<file path="src/core/awc_defs.vh">
// Constants for the converter window comparator: addresses, fields, resets and timing.
`ifndef AWC_DEFS_VH
`define AWC_DEFS_VH

// Special-function register addresses.
`define AWC_ADDR_CTRL 8'hE8
`define AWC_ADDR_RES_LO 8'hBE
`define AWC_ADDR_RES_HI 8'hBF
`define AWC_ADDR_GT_LO 8'hC4
`define AWC_ADDR_GT_HI 8'hC5
`define AWC_ADDR_LT_LO 8'hC6
`define AWC_ADDR_LT_HI 8'hC7

// Control register bit positions.
`define AWC_BIT_LJUST 0
`define AWC_BIT_WFLAG 1
`define AWC_BIT_DIFF 2
`define AWC_BIT_DONE 3
`define AWC_BIT_BUSY 4
`define AWC_BIT_TRIGEN 5

// Reset values.
`define AWC_RST_CTRL 8'h00
`define AWC_RST_GT_LO 8'hFF
`define AWC_RST_GT_HI 8'hFF
`define AWC_RST_LT_LO 8'h00
`define AWC_RST_LT_HI 8'h00
`define AWC_RST_RES 8'h00

// Timing: system clock period and least converter clock period, in ns.
`define AWC_SYS_CLK_NS 10
`define AWC_SAR_CLK_MIN_NS 400
`define AWC_SAR_DIV ((`AWC_SAR_CLK_MIN_NS + `AWC_SYS_CLK_NS - 1) / `AWC_SYS_CLK_NS)
`define AWC_CONV_SAR_CLKS 16

`endif

</file>
<file path="src/core/awc_pad.v">
// Spare design file: all comparator logic lives in the window module.

</file>
<file path="src/core/awc_window.v">
// Window comparator on the primary converter, with its conversion sequencer and byte registers.
`include "awc_defs.vh"

module awc_window (
	input wire clock,
	input wire rstn,
	input wire ce,
	input wire [7:0] sfr_addr,
	input wire [7:0] sfr_wdata,
	input wire sfr_wr,
	input wire sfr_rd,
	input wire conv_trig_pin,
	input wire [9:0] sar_code,
	output reg [7:0] sfr_rdata,
	output reg window_match_flag,
	output reg conv_busy,
	output reg sar_sample
);

	localparam ST_IDLE = 2'b00;
	localparam ST_CONV = 2'b01;
	localparam ST_CMP = 2'b10;

	localparam integer SAR_DIV_INT = `AWC_SAR_DIV;
	localparam integer CONV_CLKS_INT = `AWC_CONV_SAR_CLKS;
	localparam [7:0] SAR_DIV = SAR_DIV_INT[7:0];
	localparam [4:0] CONV_CLKS = CONV_CLKS_INT[4:0];

	reg [7:0] upper_limit_low_byte_reg;
	reg [7:0] upper_limit_high_byte_reg;
	reg [7:0] lower_limit_low_byte_reg;
	reg [7:0] lower_limit_high_byte_reg;
	reg left_justify_select_reg;
	reg diff_mode_reg;
	reg trig_en_reg;
	reg done_reg;
	reg [7:0] res_lo_reg;
	reg [7:0] res_hi_reg;
	reg [1:0] state_reg;
	reg [7:0] div_cnt_reg;
	reg [4:0] sar_cnt_reg;
	reg trig_s1_reg;
	reg trig_s2_reg;
	reg trig_s3_reg;

	wire wr_ctrl;
	wire sw_start;
	wire trig_edge;
	wire start_req;
	wire sar_tick;
	wire [15:0] gt_word;
	wire [15:0] lt_word;
	reg [15:0] result_word;
	reg match;

	assign wr_ctrl = sfr_wr && (sfr_addr == `AWC_ADDR_CTRL);
	// Writing one to the busy bit starts a conversion, as does a rising edge on the trigger pin.
	assign sw_start = wr_ctrl && sfr_wdata[`AWC_BIT_BUSY];
	assign trig_edge = trig_en_reg && trig_s2_reg && !trig_s3_reg;
	assign start_req = sw_start || trig_edge;
	assign sar_tick = (div_cnt_reg == SAR_DIV - 8'h01);
	assign gt_word = {upper_limit_high_byte_reg, upper_limit_low_byte_reg};
	assign lt_word = {lower_limit_high_byte_reg, lower_limit_low_byte_reg};

	// Trigger pin comes from outside the clock domain; the second and third stages feed the edge detector.
	always @(posedge clock or negedge rstn) begin
		if (!rstn) begin
			trig_s1_reg <= 1'b0;
			trig_s2_reg <= 1'b0;
			trig_s3_reg <= 1'b0;
		end else if (ce) begin
			trig_s1_reg <= conv_trig_pin;
			trig_s2_reg <= trig_s1_reg;
			trig_s3_reg <= trig_s2_reg;
		end
	end

	// Justify the raw code into the 16-bit data word used for storage and comparison.
	always @* begin
		if (left_justify_select_reg) begin
			result_word = {sar_code, 6'h00};
		end else if (diff_mode_reg) begin
			result_word = {{6{sar_code[9]}}, sar_code};
		end else begin
			result_word = {6'h00, sar_code};
		end
	end

	// Differential readings are two's complement, so they compare signed against the limits.
	always @* begin
		match = 1'b0;
		if (diff_mode_reg) begin
			if ($signed(lt_word) > $signed(gt_word)) begin
				match = ($signed(result_word) > $signed(gt_word)) &&
					($signed(result_word) < $signed(lt_word));
			end else begin
				match = ($signed(result_word) < $signed(lt_word)) ||
					($signed(result_word) > $signed(gt_word));
			end
		end else begin
			if (lt_word > gt_word) begin
				match = (result_word > gt_word) && (result_word < lt_word);
			end else begin
				match = (result_word < lt_word) || (result_word > gt_word);
			end
		end
	end

	// Conversion sequencer: a start is ignored while a conversion is running.
	always @(posedge clock or negedge rstn) begin
		if (!rstn) begin
			state_reg <= ST_IDLE;
			div_cnt_reg <= 8'h00;
			sar_cnt_reg <= 5'h00;
			conv_busy <= 1'b0;
			sar_sample <= 1'b0;
		end else if (ce) begin
			sar_sample <= 1'b0;
			case (state_reg)
			ST_IDLE: begin
				if (start_req) begin
					state_reg <= ST_CONV;
					div_cnt_reg <= 8'h00;
					sar_cnt_reg <= 5'h00;
					conv_busy <= 1'b1;
				end
			end
			ST_CONV: begin
				if (sar_tick) begin
					div_cnt_reg <= 8'h00;
					if (sar_cnt_reg == CONV_CLKS - 5'h01) begin
						state_reg <= ST_CMP;
						sar_sample <= 1'b1;
					end else begin
						sar_cnt_reg <= sar_cnt_reg + 5'h01;
					end
				end else begin
					div_cnt_reg <= div_cnt_reg + 8'h01;
				end
			end
			ST_CMP: begin
				state_reg <= ST_IDLE;
				conv_busy <= 1'b0;
			end
			default: begin
				state_reg <= ST_IDLE;
				conv_busy <= 1'b0;
			end
			endcase
		end
	end

	// Register file and status flags. A hardware set wins over a software clear in one cycle.
	always @(posedge clock or negedge rstn) begin
		if (!rstn) begin
			upper_limit_low_byte_reg <= `AWC_RST_GT_LO;
			upper_limit_high_byte_reg <= `AWC_RST_GT_HI;
			lower_limit_low_byte_reg <= `AWC_RST_LT_LO;
			lower_limit_high_byte_reg <= `AWC_RST_LT_HI;
			left_justify_select_reg <= 1'b0;
			diff_mode_reg <= 1'b0;
			trig_en_reg <= 1'b0;
			done_reg <= 1'b0;
			window_match_flag <= 1'b0;
			res_lo_reg <= `AWC_RST_RES;
			res_hi_reg <= `AWC_RST_RES;
		end else if (ce) begin
			if (sfr_wr) begin
				case (sfr_addr)
				`AWC_ADDR_GT_LO: upper_limit_low_byte_reg <= sfr_wdata;
				`AWC_ADDR_GT_HI: upper_limit_high_byte_reg <= sfr_wdata;
				`AWC_ADDR_LT_LO: lower_limit_low_byte_reg <= sfr_wdata;
				`AWC_ADDR_LT_HI: lower_limit_high_byte_reg <= sfr_wdata;
				`AWC_ADDR_CTRL: begin
					left_justify_select_reg <= sfr_wdata[`AWC_BIT_LJUST];
					diff_mode_reg <= sfr_wdata[`AWC_BIT_DIFF];
					trig_en_reg <= sfr_wdata[`AWC_BIT_TRIGEN];
					done_reg <= sfr_wdata[`AWC_BIT_DONE];
					window_match_flag <= sfr_wdata[`AWC_BIT_WFLAG];
				end
				default: begin
				end
				endcase
			end
			// Result and compare happen on the same edge, so software never starts a compare.
			if (sar_sample) begin
				res_lo_reg <= result_word[7:0];
				res_hi_reg <= result_word[15:8];
				done_reg <= 1'b1;
				if (match) begin
					window_match_flag <= 1'b1;
				end
			end
		end
	end

	// Read data is registered; unmapped addresses read as zero.
	always @(posedge clock or negedge rstn) begin
		if (!rstn) begin
			sfr_rdata <= 8'h00;
		end else if (ce) begin
			if (sfr_rd) begin
				case (sfr_addr)
				`AWC_ADDR_GT_LO: sfr_rdata <= upper_limit_low_byte_reg;
				`AWC_ADDR_GT_HI: sfr_rdata <= upper_limit_high_byte_reg;
				`AWC_ADDR_LT_LO: sfr_rdata <= lower_limit_low_byte_reg;
				`AWC_ADDR_LT_HI: sfr_rdata <= lower_limit_high_byte_reg;
				`AWC_ADDR_RES_LO: sfr_rdata <= res_lo_reg;
				`AWC_ADDR_RES_HI: sfr_rdata <= res_hi_reg;
				`AWC_ADDR_CTRL: begin
					sfr_rdata <= {2'b00, trig_en_reg, conv_busy, done_reg, diff_mode_reg,
						window_match_flag, left_justify_select_reg};
				end
				default: sfr_rdata <= 8'h00;
				endcase
			end
		end
	end

endmodule // awc_window

</file>
<file path="config.mk">
export PLATFORM = sky130hd
export DESIGN_NAME = awc_window
export DESIGN_NICKNAME = d
export VERILOG_FILES = /design/src/core/awc_pad.v /design/src/core/awc_window.v
export VERILOG_INCLUDE_DIRS = /design/src /design/src/core
export SDC_FILE = /design/constraint.sdc
export NUM_CORES = 1
export LEC_CHECK = 0
export BUFFER_PORTS_ARGS = -buffer_cell sky130_fd_sc_hd__buf_2
export CORE_MARGIN = 3
export CORE_UTILIZATION = 30
export DETAILED_ROUTE_END_ITERATION = 10
export GPL_TIMING_DRIVEN = 0
export SLEW_MARGIN = 20
export SYNTH_ARGS = -nofsm -noshare
export SYNTH_HDL_FRONTEND = slang
export SYNTH_SLANG_ARGS = --single-unit
</file>
<file path="constraint.sdc">
create_clock -name clock -period 2.71 [get_ports clock]
set_input_delay 0.271 -clock clock [delete_from_list [all_inputs] [get_ports clock]]
set_output_delay 0.271 -clock clock [all_outputs]
set_load 0.01 [all_outputs]
</file>
### After elaboration in Yosys (flattened, before gate mapping)

Cells that the tools add are included.

| storage, ports and cells | value |
|---|---|
| bits in registers | 81 |
| bits of input ports | 32 |
| output and inout port bits | 11 |
| logic and storage cells | 98 |

| operators by class | value |
|---|---|
| add/subtract/negate cells | 2 |
| $lt $le $gt $ge | 6 |
| eq/ne operators | 14 |
| muxes and demuxes | 29 |
| bitwise logic cells | 1 |
| reductions and logical operators | 26 |

Operator list:

| operator | number |
|---|---|
| $gt A16 B16 Y1 | 4 |
| $eq A8 B8 Y1 const B | 7 |
| $pmux W8 S7 | 1 |
| $lt A16 B16 Y1 | 2 |
| $mux W16 | 2 |
| $reduce_and A3 Y1 | 8 |
| $mux W8 | 2 |
| $pmux W8 S2 | 1 |
| $mux W5 | 3 |
| $mux W1 | 14 |
| $pmux W5 S2 | 1 |
| $add A8 B1 Y8 const B | 1 |
| $eq A8 B6 Y1 const B | 1 |
| $ne A2 B2 Y1 const B | 4 |
| $logic_and A1 B1 Y1 | 6 |
| $mux W2 | 3 |
| $reduce_bool A2 Y1 | 3 |
| $add A5 B1 Y5 const B | 1 |
| $eq A5 B4 Y1 const B | 1 |
| $reduce_and A5 Y1 | 1 |
| $pmux W2 S2 | 1 |
| $reduce_and A2 Y1 | 2 |
| $reduce_and A4 Y1 | 1 |
| $logic_or A1 B1 Y1 | 3 |
| other kinds (5) | 5 |

### Logic depth before layout (Yosys ltp)

Gate-level depths: netlist of run 1.

| depth | value |
|---|---|
| depth after elaboration | 8 |
| gate-level depth with buffers | 13 |
| depth with buffers taken out | 12 |

### Least setup slack after synthesis of run 1

OpenSTA, ideal clock, no wires.

| path | value |
|---|---|
| path type | flip-flop to flip-flop |
| start | register left_justify_select_reg |
| end | register window_match_flag |
| library setup time | 0.137 ns |
| arrival | 2.600 ns |
| required time | 2.573 ns |
| setup slack | -0.027 ns |
| cell stages (with the launch flop) | 12 |
| buffers on the path | 2 |
| period minus slack after synthesis | 2.737 ns |
| path through | dfrtp_1 -> buf_2 -> buf_1 -> a21o_1 -> ha_1 -> a21o_1 -> a221o_1 -> a221oi_1 -> a21boi_0 -> maj3_1 -> nor2_1 -> o31ai_1 |

| on the way | value |
|---|---|
| cells in the longest elaborated chain, start to end | 7 |
| elaborated cells on any way between the ends | 14 |
| classes of those cells | order compare (4); mux (6); reduce/logical (4) |

RTL lines:

| item | line | source |
|---|---|---|
| start, declared | awc_window.v:33 | `reg left_justify_select_reg;` |
| start signal, assigned | awc_window.v:175 | `` left_justify_select_reg <= sfr_wdata[`AWC_BIT_LJUST]; `` |
| $mux W16 * | awc_window.v:80 | `if (left_justify_select_reg) begin` |
| net result_word[9] | awc_window.v:53 | `reg [15:0] result_word;` |
| $lt A16 B16 Y1, or another cell as far along | awc_window.v:102, awc_window.v:104 |  |
| $logic_or A1 B1 Y1, or another cell as far along | awc_window.v:104 | `match = (result_word < lt_word) \|\| (result_word > gt_word);` |
| $mux W1 (on tied branches) | awc_window.v:101, awc_window.v:93 |  |
| $mux W1 * | awc_window.v:92 | `if (diff_mode_reg) begin` |
| $mux W1 * | awc_window.v:190 | `if (match) begin` |
| $mux W1 * | awc_window.v:186 | `if (sar_sample) begin` |
| end signal, assigned | awc_window.v:179 | `` window_match_flag <= sfr_wdata[`AWC_BIT_WFLAG]; `` |
| end, declared | awc_window.v:15 | `output reg window_match_flag,` |

Mark *: on every way through the listed nets, which the timed path passes. The rest lies on a longest branch.
A chain may end at the register's enable or synchronous reset.

### Worst setup path after layout of run 1

Ends and elaborated chain as after synthesis.

==> metrics.md, run 1 <==
| Metric | Value |
|---|---|
| M1 GR Usage | `around 22%` |
| Fin. Hold Viols | `0` |
| Failing checks | `setup timing` |
| CP Max Fanout | `6` |
| Distinct cells, synth | `60` |
| FMAX | `roughly 360 MHz` |
| CTS H-tree lvls | `3` |
| Die area | `18,900 um^2` |
| FF/Latch Area | `between 2000 and 2500 um^2` |
| First-pass GRT wire length | `approximately 23,000 um` |
| Avg Synthesized Cell Area | `9.69 um^2` |
| Synth top area share | `31.3%` |
| Core ar. | `16,800 um^2` |
| Antenna violations before repair | `0` |
| Final WL | `~15,000 um` |
| Total global-route track usage | `16.1%` |
| Multi-input gate area | `3210 um^2` |
| Die extent in x | `138 um` |
| Share of async-settable or async-resettable flops after synthesis | `100%` |
| Skew-Pair Late Insertion Delay | `350 ps` |
| Setup WS post-layout | `-29.9 ps` |
| Max Cap Viol | `0` |
| Setup violations, final | `1` |
| Seq cells post-synth | `81` |
| Worst min path class | `in -> reg` |
| TritonCTS Buffers | `9` |
| Reg2reg setup slack | `-30 ps` |
| LEAKAGE | `2.98 nW` |
| RSZ-0062 raised after global routing | `yes` |
| Register area share after synthesis | `39.4%` |
| Boundary Pins | `43` |
| CTS clk-pin slew, worst paths | `60 ps` |
| Sink Count | `81` |
| Number of slew-limit violations in the final report | `0` |
| Pwr Total | `3.27 mW` |
| Root buffer cell | `clkbuf_16` |
| Number of global-route vias before repair | `4,377` |
| Pin count of the biggest net entering global routing | `56` |
| Clk buf depth | `2` |
| Synth Instances | `536` |
| IO buf count | `42` |
| Most frequent cells after synthesis | `88 x nand2_1, 65 x dfrtp_1, 48 x ha_1` |
| Worst slew pin tran | `1120 ps` |
| Post-route ant nets | `0` |
| Detailed placement HPWL | `11,300 um` |
| WL per Instance | `between 15 and 20 um` |
| Most common cell in the netlist | `nand2_1` |
| Status | `complete, but fails checks` |
| Vias per cell | `5.27` |
| Skew final | `8.01 ps` |
| Num rows | `47` |
| Pre-antenna DRT Iters | `4` |
| Pwr/cell area | `508 nW/um^2` |
| Post-synth top area cell | `dfrtp_1` |
| Ranking of synthesized cells by area | `dfrtp_1 31%, ha_1 12%, dfstp_2 8.1%, mux2_2 6.9%, nand2_1 6.4%` |
| Top_reg_cell synth | `dfrtp_1` |
| Min Tclk post-route | `2740 ps` |
| Via count | `4,366` |
| Mapped cell area | `5190 um^2` |
| Gr ovfl total | `0` |
| Nets | `around 680` |
| DRC Markers | `0` |
| Met3 Use GR | `between 3 and 4%` |
| Layout area overhead | `24.0%` |
| Setup CP Type | `reg -> reg` |
| Synth Net Count | `just over 600` |
| Most Crowded Layer GR | `met2` |
| GP Congestion | `slightly above 0.9` |
| Setup TNS Final | `-29.9 ps` |
| Worst setup SP type | `flip-flop` |
| Die H | `138 um` |
| Synth warnings | `0` |
| Peak VDD IR | `0.310 mV` |
| DRT iter0 DRCs | `242` |
| GR Layer Usage met2 | `25.4%` |
| Rel. slew slack | `between 20% and 30%` |
| EDFF count, synth | `0` |
| WP data required | `2960 ps` |
| Share of layout cells above drive strength 1 | `29.6%` |
| CP arrival | `approximately 3000 ps` |
| Initial Util | `31.0%` |
| Number of fill cells | `1,671` |
| Fin crit share | `101%` |
| Crit. End Element | `flip-flop` |
| Antenna fix cells | `0` |
| CTS tree | `done` |
## worst paths after layout
kind	start	end	depth (start not counted)
min in group asynchronous	rstn	sfr_rdata[7]	2
setup reg to reg	left_justify_select_reg	window_match_flag	14
hold reg to reg	sfr_rdata[2]	sfr_rdata[2]	2
hold / removal	sfr_wdata[7]	upper_limit_high_byte_reg[7]	3
max in group asynchronous	rstn	upper_limit_low_byte_reg[5]	3
setup / recovery	left_justify_select_reg	window_match_flag	14
## critical path, cell delays in order (launching register included)
cell and delay (ps):
dfrtp_1 380, buf_6 170, nor2b_4 60, nand2_4 110
buf_6 160, nand2_8 70, ha_4 280, nand4_1 140
nor3_2 250, o22ai_1 140, nor2_2 120, mux2i_1 260
a21oi_1 70, o211a_1 240, o31ai_2 190
## cell families (layout without fill, tap and decap cells)
group                      count (synthesis)  in the layout  share of synthesized area (%)
buffers and inverters                     52            125                           4.43
AOI/OAI and AO/OA                        121            121                           14.9
xor gates and xnor gates                   3              3                          0.506
and+or+nand+nor                          174            174                           16.7
adders and majority gates                 49             49                           11.8
DFF                                       81             81                           39.4
muxes                                     56             56                           12.3
## per-stage QoR
step / cell area (um^2) / hold slack [ps] / setup WS (ps) / instances / util (%)
4_1_cts: 6160 / 165 / 2.70 / 818 / 36.8
6_report: 6440 / 180 / -29.9 / 829 / 38.4
3_3_place_gp: 5680 / 465 / -360 / 798 / 33.9
5_1_grt: 6440 / 178 / -125 / 829 / 38.4
2_1_floorplan: 5190 / -24.6 / 14.6 / 536 / -
3_5_place_dp: 5720 / 227 / -369 / 800 / 34.1
## where the power goes
part | internal [mW] | total (mW) | switching (mW) | leakage, nW
logic | 0.275 | 0.656 | 0.381 | 1.85
registers | 1.33 | 1.42 | 0.0895 | 0.994
clock network | 0.713 | 1.19 | 0.481 | 0.134
## placed cells by master (no fill, tap or decap), types with 16 or more instances in the layout
cell type / n
nand2_1: 79
dfrtp_1: 65
o21ai_0: 42
buf_2: 42
inv_1: 37
ha_1: 37
mux2_2: 30
a21oi_1: 25
nor2_1: 18
mux2i_1: 16
dfstp_2: 16
## routing by layer
| metal | up-vias | wire length (um) |
|---|---|---|
| met1 | 2159 | 6890 |
| met3 | 31 | 729 |
| met5 | - | 0 |
| met2 | 114 | 6940 |
| met4 | 0 | 404 |
| li1 | 2062 | - |
## layout make-up
type / count / area share [%]
clock inverters: 3 / 0.661
plain buffers: 15 / 1.77
inverters: 37 / 2.16
multi-input cells: 403 / 49.9
flip-flops and latches: 81 / 31.8
repair buffers: 57 / 5.69
well taps: 220 / 4.28
clock buffers: 13 / 3.73
## repair_timing
item	CTS	global route
gates cloned	0	2
setup buffers	1	9
endpoints found under the setup margin	1	1
hold buffers	1	0
hold endpoints to repair	26	0
pin swaps	10	24
resized for setup	29	30
Power figures use the tool's default switching activity.
==> run 2: changes to the inputs <==
--- a/config.mk
+++ b/config.mk
@@ -7,6 +7,7 @@
 export NUM_CORES = 1
 export LEC_CHECK = 0
 export BUFFER_PORTS_ARGS = -buffer_cell sky130_fd_sc_hd__buf_2
+export CORE_ASPECT_RATIO = 0.8
 export CORE_MARGIN = 3
 export CORE_UTILIZATION = 30
 export DETAILED_ROUTE_END_ITERATION = 10
==> run 2 against run 1 <==
  * Critical path type unchanged
  * Largest power group unchanged
  * Global-route usage fell by 0.66 points
  * Clock skew fell by 2.1 ps
  * The flow still finishes with violations (setup timing)
  * Clock power fell by 3%
==> metrics.md, run 2 (synthesized netlist as in run 1, its figures left out) <==
| Metric | Value |
|---|---|
| Hold WS | `168 ps (-12.1 ps)` |
| Initial Util | `31.0% (about the same)` |
| CP arrival | `2940 ps (-50 ps)` |
| Root buffer cell | `clkbuf_16` |
| Min Tclk post-route | `2740 ps (+1.54 ps)` |
| Share of layout cells above drive strength 1 | `28.5% (-1.1 points)` |
| Commonest cells after routing, fill and taps aside | `81 x nand2_1, 63 x dfrtp_1, 43 x o21ai_0` |
| Setup violations, final | `1 (unchanged)` |
| Clk buf depth | `2 (unchanged)` |
| Boundary Pins | `43 (unchanged)` |
| Fin cells | `821 (-0.97%)` |
| Worst slew pin tran | `1110 ps (-6.18 ps)` |
| Total global-route track usage | `15.4% (-0.66 points)` |
| Number of global-route vias before repair | `4,443 (+1.5%)` |
| Max Cap Viol | `0 (unchanged)` |
| CTS tree | `done` |
| Final Cell Area | `6260 um^2 (-2.8%)` |
| WP data required | `2910 ps (-50 ps)` |
| Antenna violations before repair | `0 (unchanged)` |
| Post-route ant nets | `0 (unchanged)` |
| Die area | `18,900 um^2 (about the same)` |
| CTS clk-pin slew, worst paths | `60 ps (about the same)` |
| DRT iter0 DRCs | `311 (+29%)` |
| Worst min path class | `in -> reg` |
| Setup CP Type | `reg -> reg` |
| Sink Count | `81 (unchanged)` |
| M1 GR Usage | `20.7% (-1.2 points)` |
| Setup WS post-layout | `-31.4 ps (-1.54 ps)` |
| Met3 Use GR | `2.95% (-0.44 points)` |
| Fin crit share | `101% (about the same)` |
| LEAKAGE | `2.93 nW (-1.7%)` |
| Most Crowded Layer GR | `met2` |
| CP Max Fanout | `8 (+2)` |
| CTS H-tree lvls | `3 (unchanged)` |
| Hold path start | `sfr_wdata[7]` |
| Fin. Hold Viols | `0 (unchanged)` |
| Via count | `4,366 (unchanged)` |
| Core ar. | `16,800 um^2 (about the same)` |
| Pwr/cell area | `514 nW/um^2 (+1.3%)` |
| Nets | `676 (-1.2%)` |
| Peak VDD IR | `0.240 mV (-22%)` |
| Number of slew-limit violations in the final report | `0 (unchanged)` |
| TritonCTS Buffers | `9 (unchanged)` |
| Failing checks | `setup timing` |
| Pre-CTS WS | `-398 ps (-29.1 ps)` |
| Inst Count DP | `799 (-0.13%)` |
| RSZ-0062 raised after global routing | `yes` |
| Crit. End Element | `flip-flop` |
| GR Layer Usage met2 | `25.2% (-0.19 points)` |
| Gr ovfl total | `0 (unchanged)` |
| Die extent in x | `153 um (+11%)` |
| Status | `complete, but fails checks` |
| Final WL | `14,800 um (-0.76%)` |
| Pre-antenna DRT Iters | `5 (+1)` |
| Skew-Pair Late Insertion Delay | `330 ps (-20 ps)` |
| First-pass GRT wire length | `23,300 um (+0.24%)` |
| Die H | `124 um (-10%)` |
| Layout area overhead | `20.5%` |
| R2r startpoint | `left_justify_select_reg` |
| Most common cell after layout, fill and taps aside | `nand2_1` |
| Antenna fix cells | `0 (unchanged)` |
| DRC Markers | `0 (unchanged)` |
| IO buf count | `42 (unchanged)` |
| Vias per cell | `5.32 (+0.97%)` |
| GP Congestion | `0.963 (+5.3%)` |
| Instance area at placement | `5720 um^2 (-0.13%)` |
| Skew final | `5.96 ps (-2.06 ps)` |
| Detailed placement HPWL | `11,400 um (+0.62%)` |
| Pwr Total | `3.22 mW (-1.6%)` |
| Num rows | `42 (-11%)` |
| Crit. Startpoint | `left_justify_select_reg` |
| Pin count of the biggest net entering global routing | `47 (-16%)` |
| WL per Instance | `18.1 um (+0.21%)` |
| Layout Utilization | `37.3% (-1.1 points)` |
| Rel. slew slack | `25.2% (+0.42 points)` |
| Setup TNS Final | `-31.4 ps (-1.54 ps)` |
| Worst setup SP type | `flip-flop` |
| FMAX | `365 MHz (about the same)` |
run 2: final timing paths:
kind	cells past startpoint	end	slack, ps
min in group asynchronous	2	div_cnt_reg[0]	440
worst min register to register	2	sfr_rdata[4]	490
worst min-delay path	3	upper_limit_high_byte_reg[7]	170
worst max register to register	10	window_match_flag	-30
max in group asynchronous	3	upper_limit_low_byte_reg[0]	1610
worst max-delay path	10	window_match_flag	-30
run 2: routing by layer:
metal	vias to the layer above	share of wire (%)
li1	2040	-
met1	2169	47
met2	120	46
met3	37	4.4
met4	0	3.1
met5	-	0
run 2: repair_timing:
item,4_1_cts,5_1_grt
gates resized for setup,24,23
hold buffers,1,0
endpoints found under the hold margin,27,0
buffers inserted,5,0
cloned,0,1
pin swaps,8,16
setup endpoints to repair,1,1
run 2: area by class of cell:
class | count | area [um^2]
clock buffers | 10 | 239
plain buffers | 14 | 93.8
fillers | 1661 | 10500
clock inverters | 6 | 42.5
flip-flops and latches | 81 | 2050
multi-input cells | 403 | 3120
well taps | 220 | 275
repair buffers | 50 | 300
inverters | 37 | 139
run 2: critical path, stage by stage, from the launching register on:
cell	delay (ps)
dfrtp_2	480
buf_4	180
mux2_4	330
ha_1	190
a21o_1	150
a221o_1	330
a221oi_2	310
a21boi_1	110
maj3_2	360
nor2_4	100
o31ai_2	60
run 2: where the power goes:
part | internal (mW) | switching (mW) | total (mW)
clock network | 0.647 | 0.508 | 1.15
logic | 0.267 | 0.374 | 0.640
registers | 1.33 | 0.0941 | 1.42
